File: src/rtl/ssp_pkg.sv
// shared constants for the synthesizer serial port, dividers and host
package ssp_pkg;
    // serial word layout
    localparam int SR_W        = 18;
    localparam int DATA_W      = 17;
    localparam int REF_W       = 14;
    localparam int DIV_W       = 10;
    localparam int SWAL_W      = 5;
    localparam int PRE_W       = 6;
    localparam int SEL_BIT     = 0;
    localparam logic FB_INDEX  = 1'b0;
    localparam logic REF_INDEX = 1'b1;

    // reference register fields, positions within the 17 data bits
    localparam int REF_DIV_LSB   = 0;
    localparam int REF_FLOAT_BIT = 10;
    localparam int REF_POL_BIT   = 11;
    localparam int REF_RSV_BIT   = 12;
    localparam int REF_TEST_BIT  = 13;

    // feedback register fields
    localparam int FB_PWR_BIT  = 0;
    localparam int FB_CLR_BIT  = 1;
    localparam int FB_SWAL_LSB = 2;
    localparam int FB_MAIN_LSB = 7;

    // latch values after reset: pump floated, divider powered off
    localparam logic [REF_W-1:0]  REF_RESET = 14'h0400;
    localparam logic [DATA_W-1:0] FB_RESET  = 17'h00001;

    // power control pair {counter_clear_bit, power_off_bit}
    localparam logic [1:0] CTL_NORMAL   = 2'h0;
    localparam logic [1:0] CTL_SYNC_PD  = 2'h1;
    localparam logic [1:0] CTL_CLEAR    = 2'h2;
    localparam logic [1:0] CTL_ASYNC_PD = 2'h3;

    // dual modulus prescaler
    localparam logic [PRE_W-1:0] PRE_SWALLOW = 6'h21;
    localparam logic [PRE_W-1:0] PRE_PLAIN   = 6'h20;

    // host register map on apb
    localparam int ADDR_W               = 12;
    localparam logic [ADDR_W-1:0] WORD_OFS = 12'h000;
    localparam logic [ADDR_W-1:0] CTRL_OFS = 12'h004;
    localparam logic [ADDR_W-1:0] STAT_OFS = 12'h008;
    localparam int CTRL_GO_BIT          = 0;
    localparam int CTRL_CE_BIT          = 1;
    localparam int STAT_BUSY_BIT        = 0;
    localparam logic CE_RESET           = 1'b0;

    // serial timing
    localparam int CLK_NS    = 20;
    localparam int T_CWH_NS  = 50;
    localparam int T_CWL_NS  = 50;
    localparam int T_ES_NS   = 50;
    localparam int T_EW_NS   = 50;
    localparam int TMR_W     = 8;
    localparam int BIT_W     = 5;
    localparam logic [TMR_W-1:0] CWH_CYC =
        TMR_W'((T_CWH_NS + CLK_NS - 1) / CLK_NS);
    localparam logic [TMR_W-1:0] CWL_CYC =
        TMR_W'((T_CWL_NS + CLK_NS - 1) / CLK_NS);
    localparam logic [TMR_W-1:0] ES_CYC  =
        TMR_W'((T_ES_NS + CLK_NS - 1) / CLK_NS);
    localparam logic [TMR_W-1:0] EW_CYC  =
        TMR_W'((T_EW_NS + CLK_NS - 1) / CLK_NS);
    localparam logic [BIT_W-1:0] LAST_BIT = BIT_W'(SR_W - 1);
endpackage : ssp_pkg

File: src/rtl/ssp_link_if.sv
// three-wire programming link plus chip enable between host and device
`timescale 1ns/100ps
`default_nettype none
interface ssp_link_if;
    logic ser_clk;     // serial clock, made by the host
    logic ser_data;    // serial data, msb first
    logic load_strobe; // rising edge latches the word
    logic chip_enable; // low powers the device down

    modport dev  (input ser_clk, ser_data, load_strobe, chip_enable);
    modport host (output ser_clk, ser_data, load_strobe, chip_enable);
endinterface : ssp_link_if
`default_nettype wire

File: src/rtl/ssp_device.sv
// synthesizer digital core: serial latches, dividers, detector, pump control
// Contract
// - shift 18 bits on clock rise, msb first
// - strobe rise copies data by select bit
// - reference register field positions
// - host writes reserved bit as zero
// - host keeps reference ratio 2 to 1023
// - float bit floats pump and comparator; code floats the pump only, not in test mode
// - host sets float whenever test mode set
// - polarity bit picks pump direction
// - test mode routes divider output to pump
// - feedback register field positions
// - host keeps main and swallow counts legal
// - swallow cycles modulus 33, rest 32
// - detector drives up, down or float
// - minimum width pulses, no dead zone
// - control pair decodes four modes
// - sync power down waits pump pulse
// - async power down acts at once
// - chip enable low powers down, floats
// - counter reset clears both, aligned restart
// - power down holds counters at zero
// - power down stops dividers, floats pump
// - serial latching works while powered down
`timescale 1ns/100ps
`default_nettype none
module ssp_device (
    input  wire logic pclk,         // system clock, 50 MHz
    input  wire logic presetn,      // async reset, active low
    ssp_link_if.dev   link,         // serial programming link
    input  wire logic ref_in,       // reference oscillator input
    input  wire logic vco_in,       // vco input to prescaler
    output logic      pump_out_q,   // pump pin level, 1 toward supply
    output logic      pump_oe_q,    // pump pin driven
    output logic      pump_src_q,   // pump-up switch on
    output logic      pump_snk_q,   // pump-down switch on
    output logic      ref_pulse_q,  // reference divider output pulse
    output logic      fb_pulse_q,   // feedback divider output pulse
    output logic      powered_q     // core is running
);
    localparam int I_SCK = 0;
    localparam int I_SDI = 1;
    localparam int I_STB = 2;
    localparam int I_CE  = 3;
    localparam int I_REF = 4;
    localparam int I_VCO = 5;
    localparam int NSYNC = 6;
    logic [NSYNC-1:0]              s1_q;
    logic [NSYNC-1:0]              s2_q;
    logic [NSYNC-1:0]              prev_q;
    logic [NSYNC-1:0]              pin_in;
    logic [NSYNC-1:0]              rise;
    logic [ssp_pkg::SR_W-1:0]      shift_q;
    logic [ssp_pkg::DATA_W-1:0]    fb_q;
    logic [ssp_pkg::REF_W-1:0]     ref_q;
    logic [ssp_pkg::DATA_W-1:0]    word_data;
    logic [1:0]                    ctl;
    logic                          async_pd;
    logic                          sync_req;
    logic                          cnt_clear;
    logic                          down_q;
    logic                          hold;
    logic [ssp_pkg::DIV_W-1:0]     ref_div;
    logic [ssp_pkg::DIV_W-1:0]     main_div;
    logic [ssp_pkg::DIV_W-1:0]     swal_ext;
    logic [ssp_pkg::DIV_W-1:0]     main_cnt;
    logic [ssp_pkg::PRE_W-1:0]     pre_mod;
    logic                          ref_wrap;
    logic                          pre_wrap;
    logic                          fb_wrap;
    logic                          up_q;
    logic                          dn_q;
    logic                          ref_tgl_q;
    logic                          fb_tgl_q;
    logic                          test_on;
    logic                          pol;
    logic                          float_on;
    assign pin_in = {vco_in, ref_in, link.chip_enable, link.load_strobe,
                     link.ser_data, link.ser_clk};
    // two-stage synchronisers, edges from second stage only
    always_ff @(posedge pclk or negedge presetn)
    begin
        if (!presetn)
        begin
            s1_q   <= '0;
            s2_q   <= '0;
            prev_q <= '0;
        end
        else
        begin
            s1_q   <= pin_in;
            s2_q   <= s1_q;
            prev_q <= s2_q;
        end
    end
    assign rise = s2_q & ~prev_q;
    // serial shift register runs in every power mode
    always_ff @(posedge pclk or negedge presetn)
    begin
        if (!presetn)
            shift_q <= '0;
        else if (rise[I_SCK])
            shift_q <= {shift_q[ssp_pkg::SR_W-2:0],
                        s2_q[I_SDI]};
    end
    assign word_data = shift_q[ssp_pkg::SR_W-1:1];
    // latches, write only; each keeps its word until the next load
    always_ff @(posedge pclk or negedge presetn)
    begin
        if (!presetn)
        begin
            fb_q  <= ssp_pkg::FB_RESET;
            ref_q <= ssp_pkg::REF_RESET;
        end
        else if (rise[I_STB])
        begin
            if (shift_q[ssp_pkg::SEL_BIT] == ssp_pkg::REF_INDEX)
                ref_q <= word_data[ssp_pkg::REF_W-1:0];
            else
                fb_q  <= word_data;
        end
    end

    // field decode
    assign ref_div  =
        ref_q[ssp_pkg::REF_DIV_LSB +: ssp_pkg::DIV_W];
    assign float_on = ref_q[ssp_pkg::REF_FLOAT_BIT];
    assign pol      = ref_q[ssp_pkg::REF_POL_BIT];
    assign test_on  = ref_q[ssp_pkg::REF_TEST_BIT];
    assign ctl      = {fb_q[ssp_pkg::FB_CLR_BIT],
                       fb_q[ssp_pkg::FB_PWR_BIT]};
    assign main_div =
        fb_q[ssp_pkg::FB_MAIN_LSB +: ssp_pkg::DIV_W];
    assign swal_ext = {{(ssp_pkg::DIV_W-ssp_pkg::SWAL_W){1'b0}},
        fb_q[ssp_pkg::FB_SWAL_LSB +: ssp_pkg::SWAL_W]};
    // power control
    assign async_pd  = !s2_q[I_CE] ||
                       (ctl == ssp_pkg::CTL_ASYNC_PD);
    assign sync_req  = s2_q[I_CE] &&
                       (ctl == ssp_pkg::CTL_SYNC_PD);
    assign cnt_clear = s2_q[I_CE] &&
                       (ctl == ssp_pkg::CTL_CLEAR);
    always_ff @(posedge pclk or negedge presetn)
    begin
        if (!presetn)
            down_q <= 1'b1;
        else if (async_pd)
            down_q <= 1'b1;
        else if (sync_req)
        begin
            if (!up_q && !dn_q)
                down_q <= 1'b1;
        end
        else
            down_q <= 1'b0;
    end

    // counters sit at zero while down or cleared, restart together
    assign hold = down_q || async_pd ||
                  cnt_clear;
    always_ff @(posedge pclk or negedge presetn)
    begin
        if (!presetn)
            powered_q <= 1'b0;
        else
            powered_q <= !down_q && !async_pd;
    end

    // reference divider
    ssp_modcount #(.W (ssp_pkg::DIV_W)) u_ref_div (
        .pclk    (pclk),
        .presetn (presetn),
        .hold    (hold),
        .tick    (rise[I_REF]),
        .modulus (ref_div),
        .count_q (),
        .wrap    (ref_wrap)
    );

    // prescaler: swallow cycles at 33, remaining at 32
    assign pre_mod = (main_cnt < swal_ext) ? ssp_pkg::PRE_SWALLOW
                                           : ssp_pkg::PRE_PLAIN;

    ssp_modcount #(.W (ssp_pkg::PRE_W)) u_prescaler (
        .pclk    (pclk),
        .presetn (presetn),
        .hold    (hold),
        .tick    (rise[I_VCO]),
        .modulus (pre_mod),
        .count_q (),
        .wrap    (pre_wrap)
    );

    ssp_modcount #(.W (ssp_pkg::DIV_W)) u_main_div (
        .pclk    (pclk),
        .presetn (presetn),
        .hold    (hold),
        .tick    (pre_wrap),
        .modulus (main_div),
        .count_q (main_cnt),
        .wrap    (fb_wrap)
    );

    // phase/frequency detector; both high resets next cycle, giving
    // a minimum-width pulse on each side even at zero phase error
    always_ff @(posedge pclk or negedge presetn)
    begin
        if (!presetn)
        begin
            up_q <= 1'b0;
            dn_q <= 1'b0;
        end
        else
        begin
            up_q <= !hold && (ref_wrap || (up_q && !dn_q));
            dn_q <= !hold && (fb_wrap || (dn_q && !up_q));
        end
    end

    // divider outputs as square-ish toggles for test routing
    always_ff @(posedge pclk or negedge presetn)
    begin
        if (!presetn)
        begin
            ref_tgl_q   <= 1'b0;
            fb_tgl_q    <= 1'b0;
            ref_pulse_q <= 1'b0;
            fb_pulse_q  <= 1'b0;
        end
        else
        begin
            ref_tgl_q   <= !hold && (ref_tgl_q ^ ref_wrap);
            fb_tgl_q    <= !hold && (fb_tgl_q ^ fb_wrap);
            ref_pulse_q <= ref_wrap;
            fb_pulse_q  <= fb_wrap;
        end
    end

    // pump pin
    always_ff @(posedge pclk or negedge presetn)
    begin
        if (!presetn)
        begin
            pump_src_q <= 1'b0;
            pump_snk_q <= 1'b0;
            pump_out_q <= 1'b0;
            pump_oe_q  <= 1'b0;
        end
        else if (hold || (float_on && !test_on))
        begin
            pump_src_q <= 1'b0;
            pump_snk_q <= 1'b0;
            pump_out_q <= 1'b0;
            pump_oe_q  <= 1'b0;
        end
        else if (test_on)
        begin
            pump_out_q <= pol ? fb_tgl_q : ref_tgl_q;
            pump_src_q <= pol ? fb_tgl_q : ref_tgl_q;
            pump_snk_q <= pol ? !fb_tgl_q : !ref_tgl_q;
            pump_oe_q  <= 1'b1;
        end
        else
        begin
            pump_src_q <= pol ? up_q : dn_q;
            pump_snk_q <= pol ? dn_q : up_q;
            pump_out_q <= pol ? up_q : dn_q;
            pump_oe_q  <= up_q ^ dn_q;
        end
    end
endmodule : ssp_device
`default_nettype wire

File: src/rtl/ssp_modcount.sv
// modulus counter with hold at zero and wrap pulse
`timescale 1ns/100ps
`default_nettype none
module ssp_modcount #(
    parameter int W = 10
) (
    input  wire logic         pclk,    // system clock
    input  wire logic         presetn, // async reset, active low
    input  wire logic         hold,    // hold at load point (zero)
    input  wire logic         tick,    // count enable pulse
    input  wire logic [W-1:0] modulus, // divide ratio
    output logic      [W-1:0] count_q, // current count
    output logic              wrap     // last tick of a cycle
);
    assign wrap = tick && !hold && (count_q >= modulus - W'(1));

    always_ff @(posedge pclk or negedge presetn)
    begin
        if (!presetn)
            count_q <= '0;
        else if (hold || wrap)
            count_q <= '0;
        else if (tick)
            count_q <= count_q + W'(1);
    end
endmodule : ssp_modcount
`default_nettype wire

File: src/flat_wrapper.sv
// flat-port wrapper written by rule: the top's interface ports become plain ports
module ssp_device_flat 
  (pclk, presetn, ref_in, vco_in, pump_out_q, pump_oe_q, pump_src_q, pump_snk_q, ref_pulse_q, fb_pulse_q, powered_q, link_ser_clk, link_ser_data, link_load_strobe, link_chip_enable);
  ssp_link_if link_i ();
  input  wire logic pclk;
  input  wire logic presetn;
  input  wire logic ref_in;
  input  wire logic vco_in;
  output logic pump_out_q;
  output logic pump_oe_q;
  output logic pump_src_q;
  output logic pump_snk_q;
  output logic ref_pulse_q;
  output logic fb_pulse_q;
  output logic powered_q;
  input wire logic [$bits(link_i.ser_clk)-1:0] link_ser_clk;
  input wire logic [$bits(link_i.ser_data)-1:0] link_ser_data;
  input wire logic [$bits(link_i.load_strobe)-1:0] link_load_strobe;
  input wire logic [$bits(link_i.chip_enable)-1:0] link_chip_enable;
  assign link_i.ser_clk = link_ser_clk;
  assign link_i.ser_data = link_ser_data;
  assign link_i.load_strobe = link_load_strobe;
  assign link_i.chip_enable = link_chip_enable;
  ssp_device u_core (.pclk(pclk), .presetn(presetn), .link(link_i), .ref_in(ref_in), .vco_in(vco_in), .pump_out_q(pump_out_q), .pump_oe_q(pump_oe_q), .pump_src_q(pump_src_q), .pump_snk_q(pump_snk_q), .ref_pulse_q(ref_pulse_q), .fb_pulse_q(fb_pulse_q), .powered_q(powered_q));
endmodule
File: config.mk
export PLATFORM = sky130hd
export DESIGN_NAME = ssp_device_flat
export DESIGN_NICKNAME = d
export VERILOG_FILES = /design/src/rtl/ssp_pkg.sv /design/src/rtl/ssp_link_if.sv /design/src/rtl/ssp_device.sv /design/src/rtl/ssp_modcount.sv /design/src/flat_wrapper.sv
export SDC_FILE = /design/constraint.sdc
export NUM_CORES = 1
export LEC_CHECK = 0
export BUFFER_PORTS_ARGS = -buffer_cell sky130_fd_sc_hd__buf_4
export CAP_MARGIN = 20
export CORE_MARGIN = 1
export CORE_UTILIZATION = 55
export CTS_BUF_LIST = sky130_fd_sc_hd__clkbuf_8 sky130_fd_sc_hd__clkbuf_16
export CTS_CLUSTER_DIAMETER = 150
export DETAILED_ROUTE_END_ITERATION = 8
export GPL_TIMING_DRIVEN = 0
export HOLD_SLACK_MARGIN = 0.03
export PLACE_DENSITY = 0.82
export SETUP_SLACK_MARGIN = 0.3
export SLEW_MARGIN = 5
export SYNTH_ARGS = -nofsm -noshare
export SYNTH_HDL_FRONTEND = slang
export SYNTH_HIERARCHICAL = 1
export SYNTH_SLANG_ARGS = --single-unit
export TNS_END_PERCENT = 20
File: constraint.sdc
create_clock -name pclk -period 4.95 [get_ports pclk]
set_input_delay 1.485 -clock pclk [delete_from_list [all_inputs] [get_ports pclk]]
set_output_delay 1.485 -clock pclk [all_outputs]
set_load 0.01 [all_outputs]
==> flow_summary.ini, run 1 <==
[layout]
fin_nets = 520
area_delta_synth_final_pct = 10.1
diodes = 0
instances_no_fill = 586
fill_cells = 674
drive_above_1_share = 0.142

[worst_hold_path]
holdCritStartpoint = u_core/s1_q[4]
hold_depth = 0
min_to = u_core/s2_q[4]
hold_path_class = reg -> reg

[sta]
max_slew_margin = 0.551
worst_slack_ns = 0.666
finalCritPeriodShare = 0.865
setup_viol = 0
finalHoldViolCount = 0
slew_viol_final = 0
finalSetupTns_ns = 0
clock.fmax_ghz = 0.233
finalCriticalPeriod_ns = 4.28
rsz0062_at_grt = no
worstMarginPinSlew_ns = 0.668
skew_ns = 0.0160

[synthesis]
ys_warn_count = 6
synth_seq_cells = 101
synth.avg_cell_area_um2 = 11.6
synthArstFlopShare = 1.00
syn_inst = 438
syn_area_um2 = 5080
synth_ff_type = dfrtp_1
yosysUniqueCellTypes = 53
yosysSeqAreaShare = 0.498
synth-edff-count = 0

[routing]
antenna_left = 0
drtIter0Drc = 164
route.detailed.drc = 0
vias = 3277
via_per_inst = 5.59
routed_wl_mm = 9.03
wire_per_inst_um = 15.4
drt-pass1-iter-count = 6

[floorplanning]
core_um2 = 8850
io_pins = 15
die_w_um = 98.1
die-area_um2 = 9630
row_count = 34
die_y_um = 98.1
start_util = 0.575

[clocking]
clkLatencyLatePin_ns = 0.36
cts_buffer_depth = 2
cts_root_buf = clkbuf_8
cts_resized = 0
cts-htree-levels = 3
cts.sink_count = 101
cts_buffers = 9
cts_setup_buffers = 0
ctsHoldBuffers = 0
cts_tree = done
cts.reportedPaths.clkPinSlew_ns = 0.12

[pwr]
vdd_ir_drop_max_uv = 257
power_density_nw_per_um2 = 434
p_seq_frac = 0.477
clkPwrFrac = 0.212
sw_frac_of_total = 0.358
p_int_mw = 1.56
power.leakage_nw = 2.63
switchingPower_mw = 0.870
comb_power_share = 0.311
power.total_mw = 2.43

[placed_design]
gp_congestion = 0.851
port_buffers = 14
dpl_worst_slack_ns = 0.743
dp_cells = 570
dp_hpwl_mm = 6.65

[setup_path]
cp-start-kind = register
cp-end-kind = register
r2r_setup_slack_ns = 0.67
crit_required_ns = 5.21
crit_type = reg -> reg
critPathArrivalTime_ns = 4.54
reg2reg_from = u_core/u_main_div/count_q[8]
r2r_end = u_core/fb_tgl_q
critPathMaxFanout = 6
r2r_cells = 15

[global_route]
grt_pass1_wl_mm = 15.9
grt-ovfl-total = 0
grt_pass1_vias = 3458
grt_util_all_layers = 0.207
grt_max_degree = 71
antenna_found_initial = 0

[outcome]
outcome = finished clean

[run]
drv_cap = 0
## area by class of cell
cell class | instances | area [um^2] | area share
flip-flops and latches | 101 | 2530 | 0.452
multi-input cells | 314 | 2440 | 0.436
well taps | 108 | 135 | 0.0241
repair buffers | 15 | 133 | 0.0237
clock buffers | 9 | 124 | 0.0221
inverters | 24 | 90.1 | 0.0161
clock inverters | 7 | 87.6 | 0.0156
plain buffers | 8 | 53.8 | 0.00961
## stage by stage
stage	area, um^2	hold slack [ns]	util
after global placement	5360	0.333	0.605
after CTS	5600	0.360	0.632
after global routing	5600	0.365	0.632
final	5600	0.362	0.632
after detailed placement	5390	0.336	0.609
after floorplan	5120	0.331	-
## power by group through the flow
stage	clock network (mW)	logic [mW]	registers, mW
after floorplan	0	0.594	1.12
after global placement	0	0.686	1.16
after detailed placement	0	0.748	1.18
after CTS	0.534	0.756	1.16
after global routing	0.567	0.854	1.19
final	0.515	0.756	1.16
## synth_stat cells, types with 2 or more instances
cell       count  area [um^2]
a311oi_4       2         52.6
buf_2          4         20.0
o21ai_0        2         10.0
o211a_1        2         20.0
nand3_1       10         50.1
buf_4          3         22.5
mux2_1        31          349
nand3b_1       3         22.5
nand2b_1       3         18.8
nor3_1        15         75.1
or2_2          2         12.5
nand2_1       36          135
dfstp_2        3         78.8
a21oi_1       15         75.1
mux2_2        14          158
o311a_1        2         20.0
inv_1         24         90.1
dfrtp_1       98         2450
or4_1          2         15.0
a41o_1         2         20.0
nor4_1         3         18.8
nand4b_1       2         17.5
o21ai_1        7         35.0
ha_1          39          488
nor4b_1        2         17.5
xor2_1        21          184
o2111ai_1      4         35.0
and3_1         9         56.3
and4_1         2         17.5
a31oi_1        3         18.8
nor2_1        28          105
and2_1         2         12.5
conb_1         2         7.51
a211o_1        2         17.5
xnor2_1       17          149
o21bai_2       2         22.5
nor2b_1        4         25.0
## cell families (layout without fill, tap and decap cells)
kind of cell,Yosys count,in the layout,synth area share
muxes,45,45,0.0997
xor gates and xnor gates,38,38,0.0655
adders and majority gates,39,39,0.0960
other,2,11,0.00148
AOI/OAI and AO/OA,53,53,0.0844
and+or+nand+nor,128,128,0.127
buffers and inverters,32,63,0.0283
DFF,101,101,0.498
## sequential cells by signal, summed over array words and instances (netlist names)
register / count
u_core/fb_q: 17
u_core/fb_tgl_q: 1
u_core/u_ref_div/count_q: 10
u_core/pump_src_q: 1
u_core/u_main_div/count_q: 10
u_core/fb_pulse_q: 1
u_core/shift_q: 18
u_core/ref_q: 13
u_core/s1_q: 6
u_core/prev_q: 4
u_core/powered_q: 1
u_core/dn_q: 1
u_core/up_q: 1
u_core/down_q: 1
u_core/pump_snk_q: 1
u_core/ref_tgl_q: 1
u_core/s2_q: 6
u_core/ref_pulse_q: 1
u_core/u_prescaler/count_q: 6
u_core/pump_oe_q: 1
## worst max path at each step
| stage | start | endpoint | slack [ns] | depth (start not counted) |
|---|---|---|---|---|
| 6_report | u_core/u_main_div/count_q[8] | u_core/fb_tgl_q | 0.67 | 15 |
| 5_1_grt | u_core/u_main_div/count_q[2] | u_core/fb_tgl_q | 0.40 | 16 |
| 3_5_place_dp | u_core/u_main_div/count_q[2] | u_core/fb_tgl_q | 0.74 | 16 |
| 4_1_cts | u_core/u_main_div/count_q[8] | u_core/fb_tgl_q | 0.74 | 15 |
| 3_3_place_gp | u_core/u_main_div/count_q[2] | u_core/fb_tgl_q | 0.83 | 16 |
| 2_1_floorplan | u_core/u_main_div/count_q[2] | u_core/fb_tgl_q | 1.56 | 16 |
## placed cells by master, fill, tap and decap left out, types with 10 or more instances in the layout
cell,n
dfrtp_1,98
ha_1,39
nand2_1,36
mux2_1,31
nor2_1,28
inv_1,24
xor2_1,21
buf_4,17
xnor2_1,17
a21oi_1,15
nor3_1,15
mux2_2,14
conb_1,11
nand3_1,10
## worst max-delay path: stages (launching register included)
cell and delay [ns]:
dfrtp_1 0.44, nor4_1 0.46, nand3_1 0.12, a31oi_1 0.28
inv_1 0.11, ha_1 0.24, nand2_1 0.07, xor2_1 0.15
ha_1 0.18, nand4_1 0.14, o221a_1 0.33, nor3_1 0.54
inv_1 0.24, nor3_1 0.61, xnor2_1 0.20, nor2_1 0.06
## layer usage
metal  share of wire  vias to the layer above  track usage
met2            0.51                       64        0.362
met5               0                        -            0
met3           0.032                       12       0.0508
met4           0.018                        0       0.0677
met1            0.44                     1603        0.251
li1                -                     1598            -
Power figures use the tool's default switching activity.
==> inputs of run 2 (changes only) <==
- ABC_AREA: unset -> 1
- BUFFER_PORTS_ARGS: -buffer_cell sky130_fd_sc_hd__buf_4 -> -buffer_cell sky130_fd_sc_hd__buf_2
==> run 2 against run 1 <==
  * Sequential share of layout area shrank 3.0 points
  * Routed wire length grew 4.5%
  * First-iteration DRC count grew 2.4%
==> flow_summary.ini, run 2 <==
[run]
drv_cap = 0

[synthesis]
yosysUniqueCellTypes = 34
yosysSeqAreaShare = 0.463
synth.avg_cell_area_um2 = 8.90
syn_inst = 615
synth_common_cells = 133 x nand2_1, 107 x inv_1, 98 x dfrtp_1
synth_seq_cells = 101
synth-edff-count = 0
ys_warn_count = 6
yosysMostFrequentCell = nand2_1
syn_area_um2 = 5470
yosys-top-cells-area = dfrtp_1 45%, nand2_1 9.1%, ha_1 8.9%
synth_top_cell_by_area = dfrtp_1
synth_ff_type = dfrtp_1
synthArstFlopShare = 1.00
synth.top_cell.area_share = 0.448

[floorplanning]
die_y_um = 102
row_count = 36
start_util = 0.563
core_um2 = 9730
io_pins = 15
die_w_um = 102
die-area_um2 = 10400

[placed_design]
gp_congestion = 0.795
dpl_worst_slack_ns = 1.58
dp_hpwl_mm = 7.07
port_buffers = 14
dp_cells = 770

[layout]
final_common_cell = nand2_1
fin_nets = 695
diodes = 0
largest_register_ff_count = 18
area_delta_synth_final_pct = 9.47
max_flop_register = u_core/shift_q
final_cell_mix = 133 x nand2_1, 108 x inv_1, 98 x dfrtp_1, 63 x nor2_1, 39 x ha_1
instances_no_fill = 786
fill_cells = 832
biggestRegsByFlops = u_core/shift_q (18), u_core/fb_q (17), u_core/ref_q (13)
drive_above_1_share = 0.162

[setup_path]
critPathArrivalTime_ns = 3.67
cp-endpoint = u_core/u_main_div/count_q[8]
crit_required_ns = 5.21
critPathMaxFanout = 5
r2r_end = u_core/u_main_div/count_q[8]
crit_top_cell = nand2_1
reg2reg_from = u_core/u_main_div/count_q[4]
crit_type = reg -> reg
critPathSlowestCell = dfrtp_1
crit_start = u_core/u_main_div/count_q[4]
cp_slowest_stage_delay_ns = 0.44
r2r_cells = 25
cp-end-kind = register
r2r_setup_slack_ns = 1.53
cp-start-kind = register

[pwr]
power_density_nw_per_um2 = 379
power.leakage_nw = 2.95
vdd_ir_drop_max_uv = 190

[sta]
finalCriticalPeriod_ns = 3.42
slew_viol_final = 0
finalHoldViolCount = 0
clock.fmax_ghz = 0.293
worstMarginPinSlew_ns = 0.571
skew_ns = 0.0131
rsz0062_at_grt = no
finalCritPeriodShare = 0.690
finalSetupTns_ns = 0
setup_viol = 0
worst_slack_ns = 1.53
max_slew_margin = 0.619

[global_route]
grt_pass1_wl_mm = 16.8
grt_max_degree = 59
antenna_found_initial = 0
grt_util_all_layers = 0.209
grt_pass1_vias = 3831
grt-ovfl-total = 0

[routing]
via_per_inst = 4.88
vias = 3833
wire_per_inst_um = 12.0
antenna_left = 0
routed_wl_mm = 9.44
drt-pass1-iter-count = 4
drtIter0Drc = 168
route.detailed.drc = 0

[clocking]
cts_root_buf = clkbuf_8
cts_tree = done
cts_buffers = 9
cts-htree-levels = 3
cts_setup_buffers = 0
ctsHoldBuffers = 0
clkLatencyLatePin_ns = 0.37
cts_resized = 0
cts.sink_count = 101
cts.reportedPaths.clkPinSlew_ns = 0.10
cts_buffer_depth = 2

[worst_hold_path]
hold_path_class = reg -> reg

[outcome]
outcome = finished clean
run 2: cell types whose count changed after synthesis, sizes merged, moves of 45 or more:
| cell | delta |
|---|---|
| nor2 | +48 |
| o21ai | +47 |
| mux2 | -45 |
| inv | +84 |
| nand2 | +104 |
run 2: worst max-delay path: cells and delay by family, from the launching register on:
family	cells	cell delay [ns]
xor+xnor	2	0.28
simple gates	16	1.59
flops	1	0.44
fa+ha+maj	3	0.76
buf+inv	4	0.23
run 2: area by class of cell:
type / instances / area, um^2 / share of cell area
clock inverters: 6 / 87.6 / 0.0146
flip-flops and latches: 101 / 2530 / 0.423
well taps: 133 / 166 / 0.0278
plain buffers: 9 / 82.6 / 0.0138
clock buffers: 10 / 138 / 0.0230
multi-input cells: 404 / 2480 / 0.414
repair buffers: 15 / 100 / 0.0167
inverters: 108 / 405 / 0.0677
run 2: metal layers:
metal  part of all wire  global-route usage  routed length (um)  vias to the layer above
met3              0.035              0.0442                 334                        6
met4              0.010              0.0624                  95                        0
met5                  0                   0                   0                        -
met1               0.45               0.251                4240                     1822
li1                   -                   -                   -                     1953
met2               0.51               0.374                4770                       52
run 2: per-stage QoR:
| step | util | instance area, um^2 | hold WS, ns | power (mW) |
|---|---|---|---|---|
| floorplan | - | 5500 | 0.331 | 1.55 |
| global placement | 0.590 | 5740 | 0.332 | 1.67 |
| detailed placement | 0.593 | 5770 | 0.335 | 1.71 |
| CTS | 0.616 | 5990 | 0.356 | 2.30 |
| global route | 0.616 | 5990 | 0.369 | 2.45 |
| finish | 0.616 | 5990 | 0.354 | 2.27 |
run 2: where the power goes:
group          switching, mW  internal [mW]
Sequential            0.0706          0.921
Combinational          0.430          0.272
Clock                  0.281          0.298
Total                  0.781           1.49
run 2: cell families (layout without fill, tap and decap cells):
family                   Yosys count  in the layout  share of synthesized area
AO/OA/AOI/OAI                     74             74                     0.0914
flip-flops                       101            101                      0.463
adder cells (fa/ha/maj)           39             39                     0.0892
AND/OR/NAND/NOR                  247            247                      0.210
buffers and inverters            117            148                     0.0892
other                              2              9                    0.00137
XOR/XNOR                          35             35                     0.0560
run 2: worst min-delay path by stage:
stage / from / endpoint / slack (ns) / cells past startpoint
floorplan: u_core/s1_q[0] / u_core/s2_q[0] / 0.33 / 0
global placement: u_core/s1_q[0] / u_core/s2_q[0] / 0.33 / 0
detailed placement: u_core/s1_q[2] / u_core/s2_q[2] / 0.33 / 0
CTS: u_core/s1_q[2] / u_core/s2_q[2] / 0.36 / 0
global route: u_core/s1_q[2] / u_core/s2_q[2] / 0.37 / 0
finish: u_core/s1_q[2] / u_core/s2_q[2] / 0.35 / 0
==> inputs of run 3 (changes only) <==
- PLACE_DENSITY: 0.82 -> 0.84
- clock period: 4.95 -> 2.8 ns (I/O delays scaled with it)
==> run 3 against run 2 <==
  * The run now ends with setup timing left
  * Design area rose by 3.6%
  * Largest cell class is now multi-input combinational cells
  * Sequential share of layout area is 1.4 points lower
  * Global-route usage grew 0.60 points
  * Combinational power grew 97%
  * Critical endpoint is now u_core/u_main_div/count_q[4]
==> flow_summary.ini, run 3 (same netlist as run 2, synthesis figures left out) <==
[outcome]
outcome = finished, violations left
violations = setup timing

[setup_path]
crit_type = reg -> reg
cp-end-kind = register
r2r_setup_slack_ns = -0.38
cp-start-kind = register
critPathMaxFanout = 4
critPathArrivalTime_ns = 3.48
crit_required_ns = 3.10

[floorplanning]
core_um2 = 9730
die_y_um = 102
start_util = 0.563
io_pins = 15
die-area_um2 = 10400
row_count = 36
die_w_um = 102

[pwr]
power_density_nw_per_um2 = 673
power.leakage_nw = 2.99
vdd_ir_drop_max_uv = 328
power.total_mw = 4.18

[routing]
wl_met1_mm = 4.24
wl_met3_um = 366
vias = 3944
via_per_inst = 4.96
wl_met2_mm = 5.24
routed_wl_mm = 10.0
top_layer = met4
drt-pass1-iter-count = 5
antenna_left = 0
route.detailed.drc = 0
wire_per_inst_um = 12.6
drtIter0Drc = 190

[global_route]
grt_pass1_vias = 3852
grt_util_all_layers = 0.215
grt-ovfl-total = 0
antenna_found_initial = 0
grt_pass1_wl_mm = 17.0
grt_max_degree = 53

[sta]
clock.fmax_ghz = 0.315
finalSetupTns_ns = -3.32
holdWs_ns = 0.356
finalCriticalPeriod_ns = 3.18
rsz0062_at_grt = yes
max_slew_margin = 0.578
skew_ns = 0.0130
worstMarginPinSlew_ns = 0.633
worst_slack_ns = -0.376
setup_viol = 13
slew_viol_final = 0
finalHoldViolCount = 0
finalCritPeriodShare = 1.13

[layout]
seqCellArea_um2 = 2530
fin_nets = 704
fill_cells = 790
multi_input_area_um2 = 2620
drive_above_1_share = 0.230
diodes = 0
final_common_cell = nand2_1
max_flop_register = u_core/shift_q
largest_register_ff_count = 18
final_cell_mix = 122 x nand2_1, 98 x dfrtp_1, 97 x inv_1, 54 x nor2_1, 35 x ha_1
biggestRegsByFlops = u_core/shift_q (18), u_core/fb_q (17), u_core/ref_q (13)
post-route-cell-area_um2 = 6200
area_delta_synth_final_pct = 13.4

[clocking]
cts_root_buf = clkbuf_8
cts_buffers = 9
clkLatencyLatePin_ns = 0.37
cts-htree-levels = 3
cts_buffer_depth = 2
cts.reportedPaths.clkPinSlew_ns = 0.10
cts.sink_count = 101
cts_tree = done
ctsHoldBuffers = 0

[worst_hold_path]
hold_path_class = reg -> reg

[run]
drv_cap = 0

[placed_design]
placed_area_um2 = 5790
port_buffers = 14
gp_congestion = 0.854
dp_hpwl_mm = 7.32
-- run 3: cell types whose count changed in the layout (fill, tap and decap cells not counted), moves of 9 or more --
cell / delta
inv_1: -11
nand2_1: -11
inv_2: +10
buf_4: +9
nor2_1: -9
-- run 3: path summary, 6_finish.rpt --
| path | start | to | cells after the start |
|---|---|---|---|
| min in group asynchronous | presetn | u_core/s1_q[0] | 1 |
| setup reg to reg | u_core/u_main_div/count_q[4] | u_core/u_main_div/count_q[4] | 25 |
| max in group asynchronous | presetn | u_core/ref_q[10] | 2 |
| hold / removal | u_core/s1_q[0] | u_core/s2_q[0] | 0 |
| hold reg to reg | u_core/s1_q[0] | u_core/s2_q[0] | 0 |
| setup / recovery | u_core/u_main_div/count_q[4] | u_core/u_main_div/count_q[4] | 25 |
-- run 3: worst max-delay path: stages, from the launching register on --
cell and delay, ns:
dfrtp_1 0.44, ha_4 0.29, inv_2 0.03, nor2_2 0.07, nand2_1 0.06, nor2_1 0.11, nand2_1 0.07, nand2_2 0.06
inv_2 0.04, inv_2 0.07, ha_4 0.14, nand2_4 0.05, xor2_2 0.15, inv_2 0.06, ha_4 0.26, nand2_4 0.05
inv_1 0.08, a21oi_2 0.07, nand2_2 0.07, nand2_2 0.06, nor2_4 0.15, nor2_4 0.07, nor3_4 0.30, nand2_1 0.10
xor2_1 0.15, nor2_1 0.10
-- run 3: cell type report --
type | instances | share of cell area
Clock buffer | 9 | 0.0200
Sequential cell | 101 | 0.408
Clock inverter | 7 | 0.0167
Timing Repair Buffer | 24 | 0.0270
Multi-Input combinational cell | 404 | 0.423
Buffer | 9 | 0.0133
Tap cell | 133 | 0.0268
Inverter | 108 | 0.0653
-- run 3: what timing repair did --
| item | in CTS | in global routing |
|---|---|---|
| endpoints found under the setup margin | 20 | 29 |
| resized for setup | 12 | 26 |
| pin swaps | 15 | 28 |
| setup buffers | 8 | 1 |
| cloned | 0 | 0 |
| endpoints found under the hold margin | 0 | 0 |
-- run 3: layer usage --
metal / track usage / up-vias
li1: - / 1974
met1: 0.257 / 1887
met2: 0.376 / 67
met3: 0.0580 / 16
met4: 0.0680 / 0
met5: 0 / -
-- run 3: power by group --
group / switching (mW) / total [mW] / leakage [nW] / internal [mW]
clock: 0.517 / 1.03 / 0.108 / 0.515
combinational: 0.836 / 1.38 / 1.55 / 0.549
sequential: 0.129 / 1.76 / 1.34 / 1.63
total: 1.48 / 4.18 / 2.99 / 2.69
-- run 3: stage by stage --
step                std cells   util  worst slack [ns]
CTS                       794  0.628            -0.355
global placement          769  0.592            -0.286
global route              795  0.638            -0.577
finish                    795  0.638            -0.376
floorplan                 622      -           -0.0238
detailed placement        770  0.595            -0.401
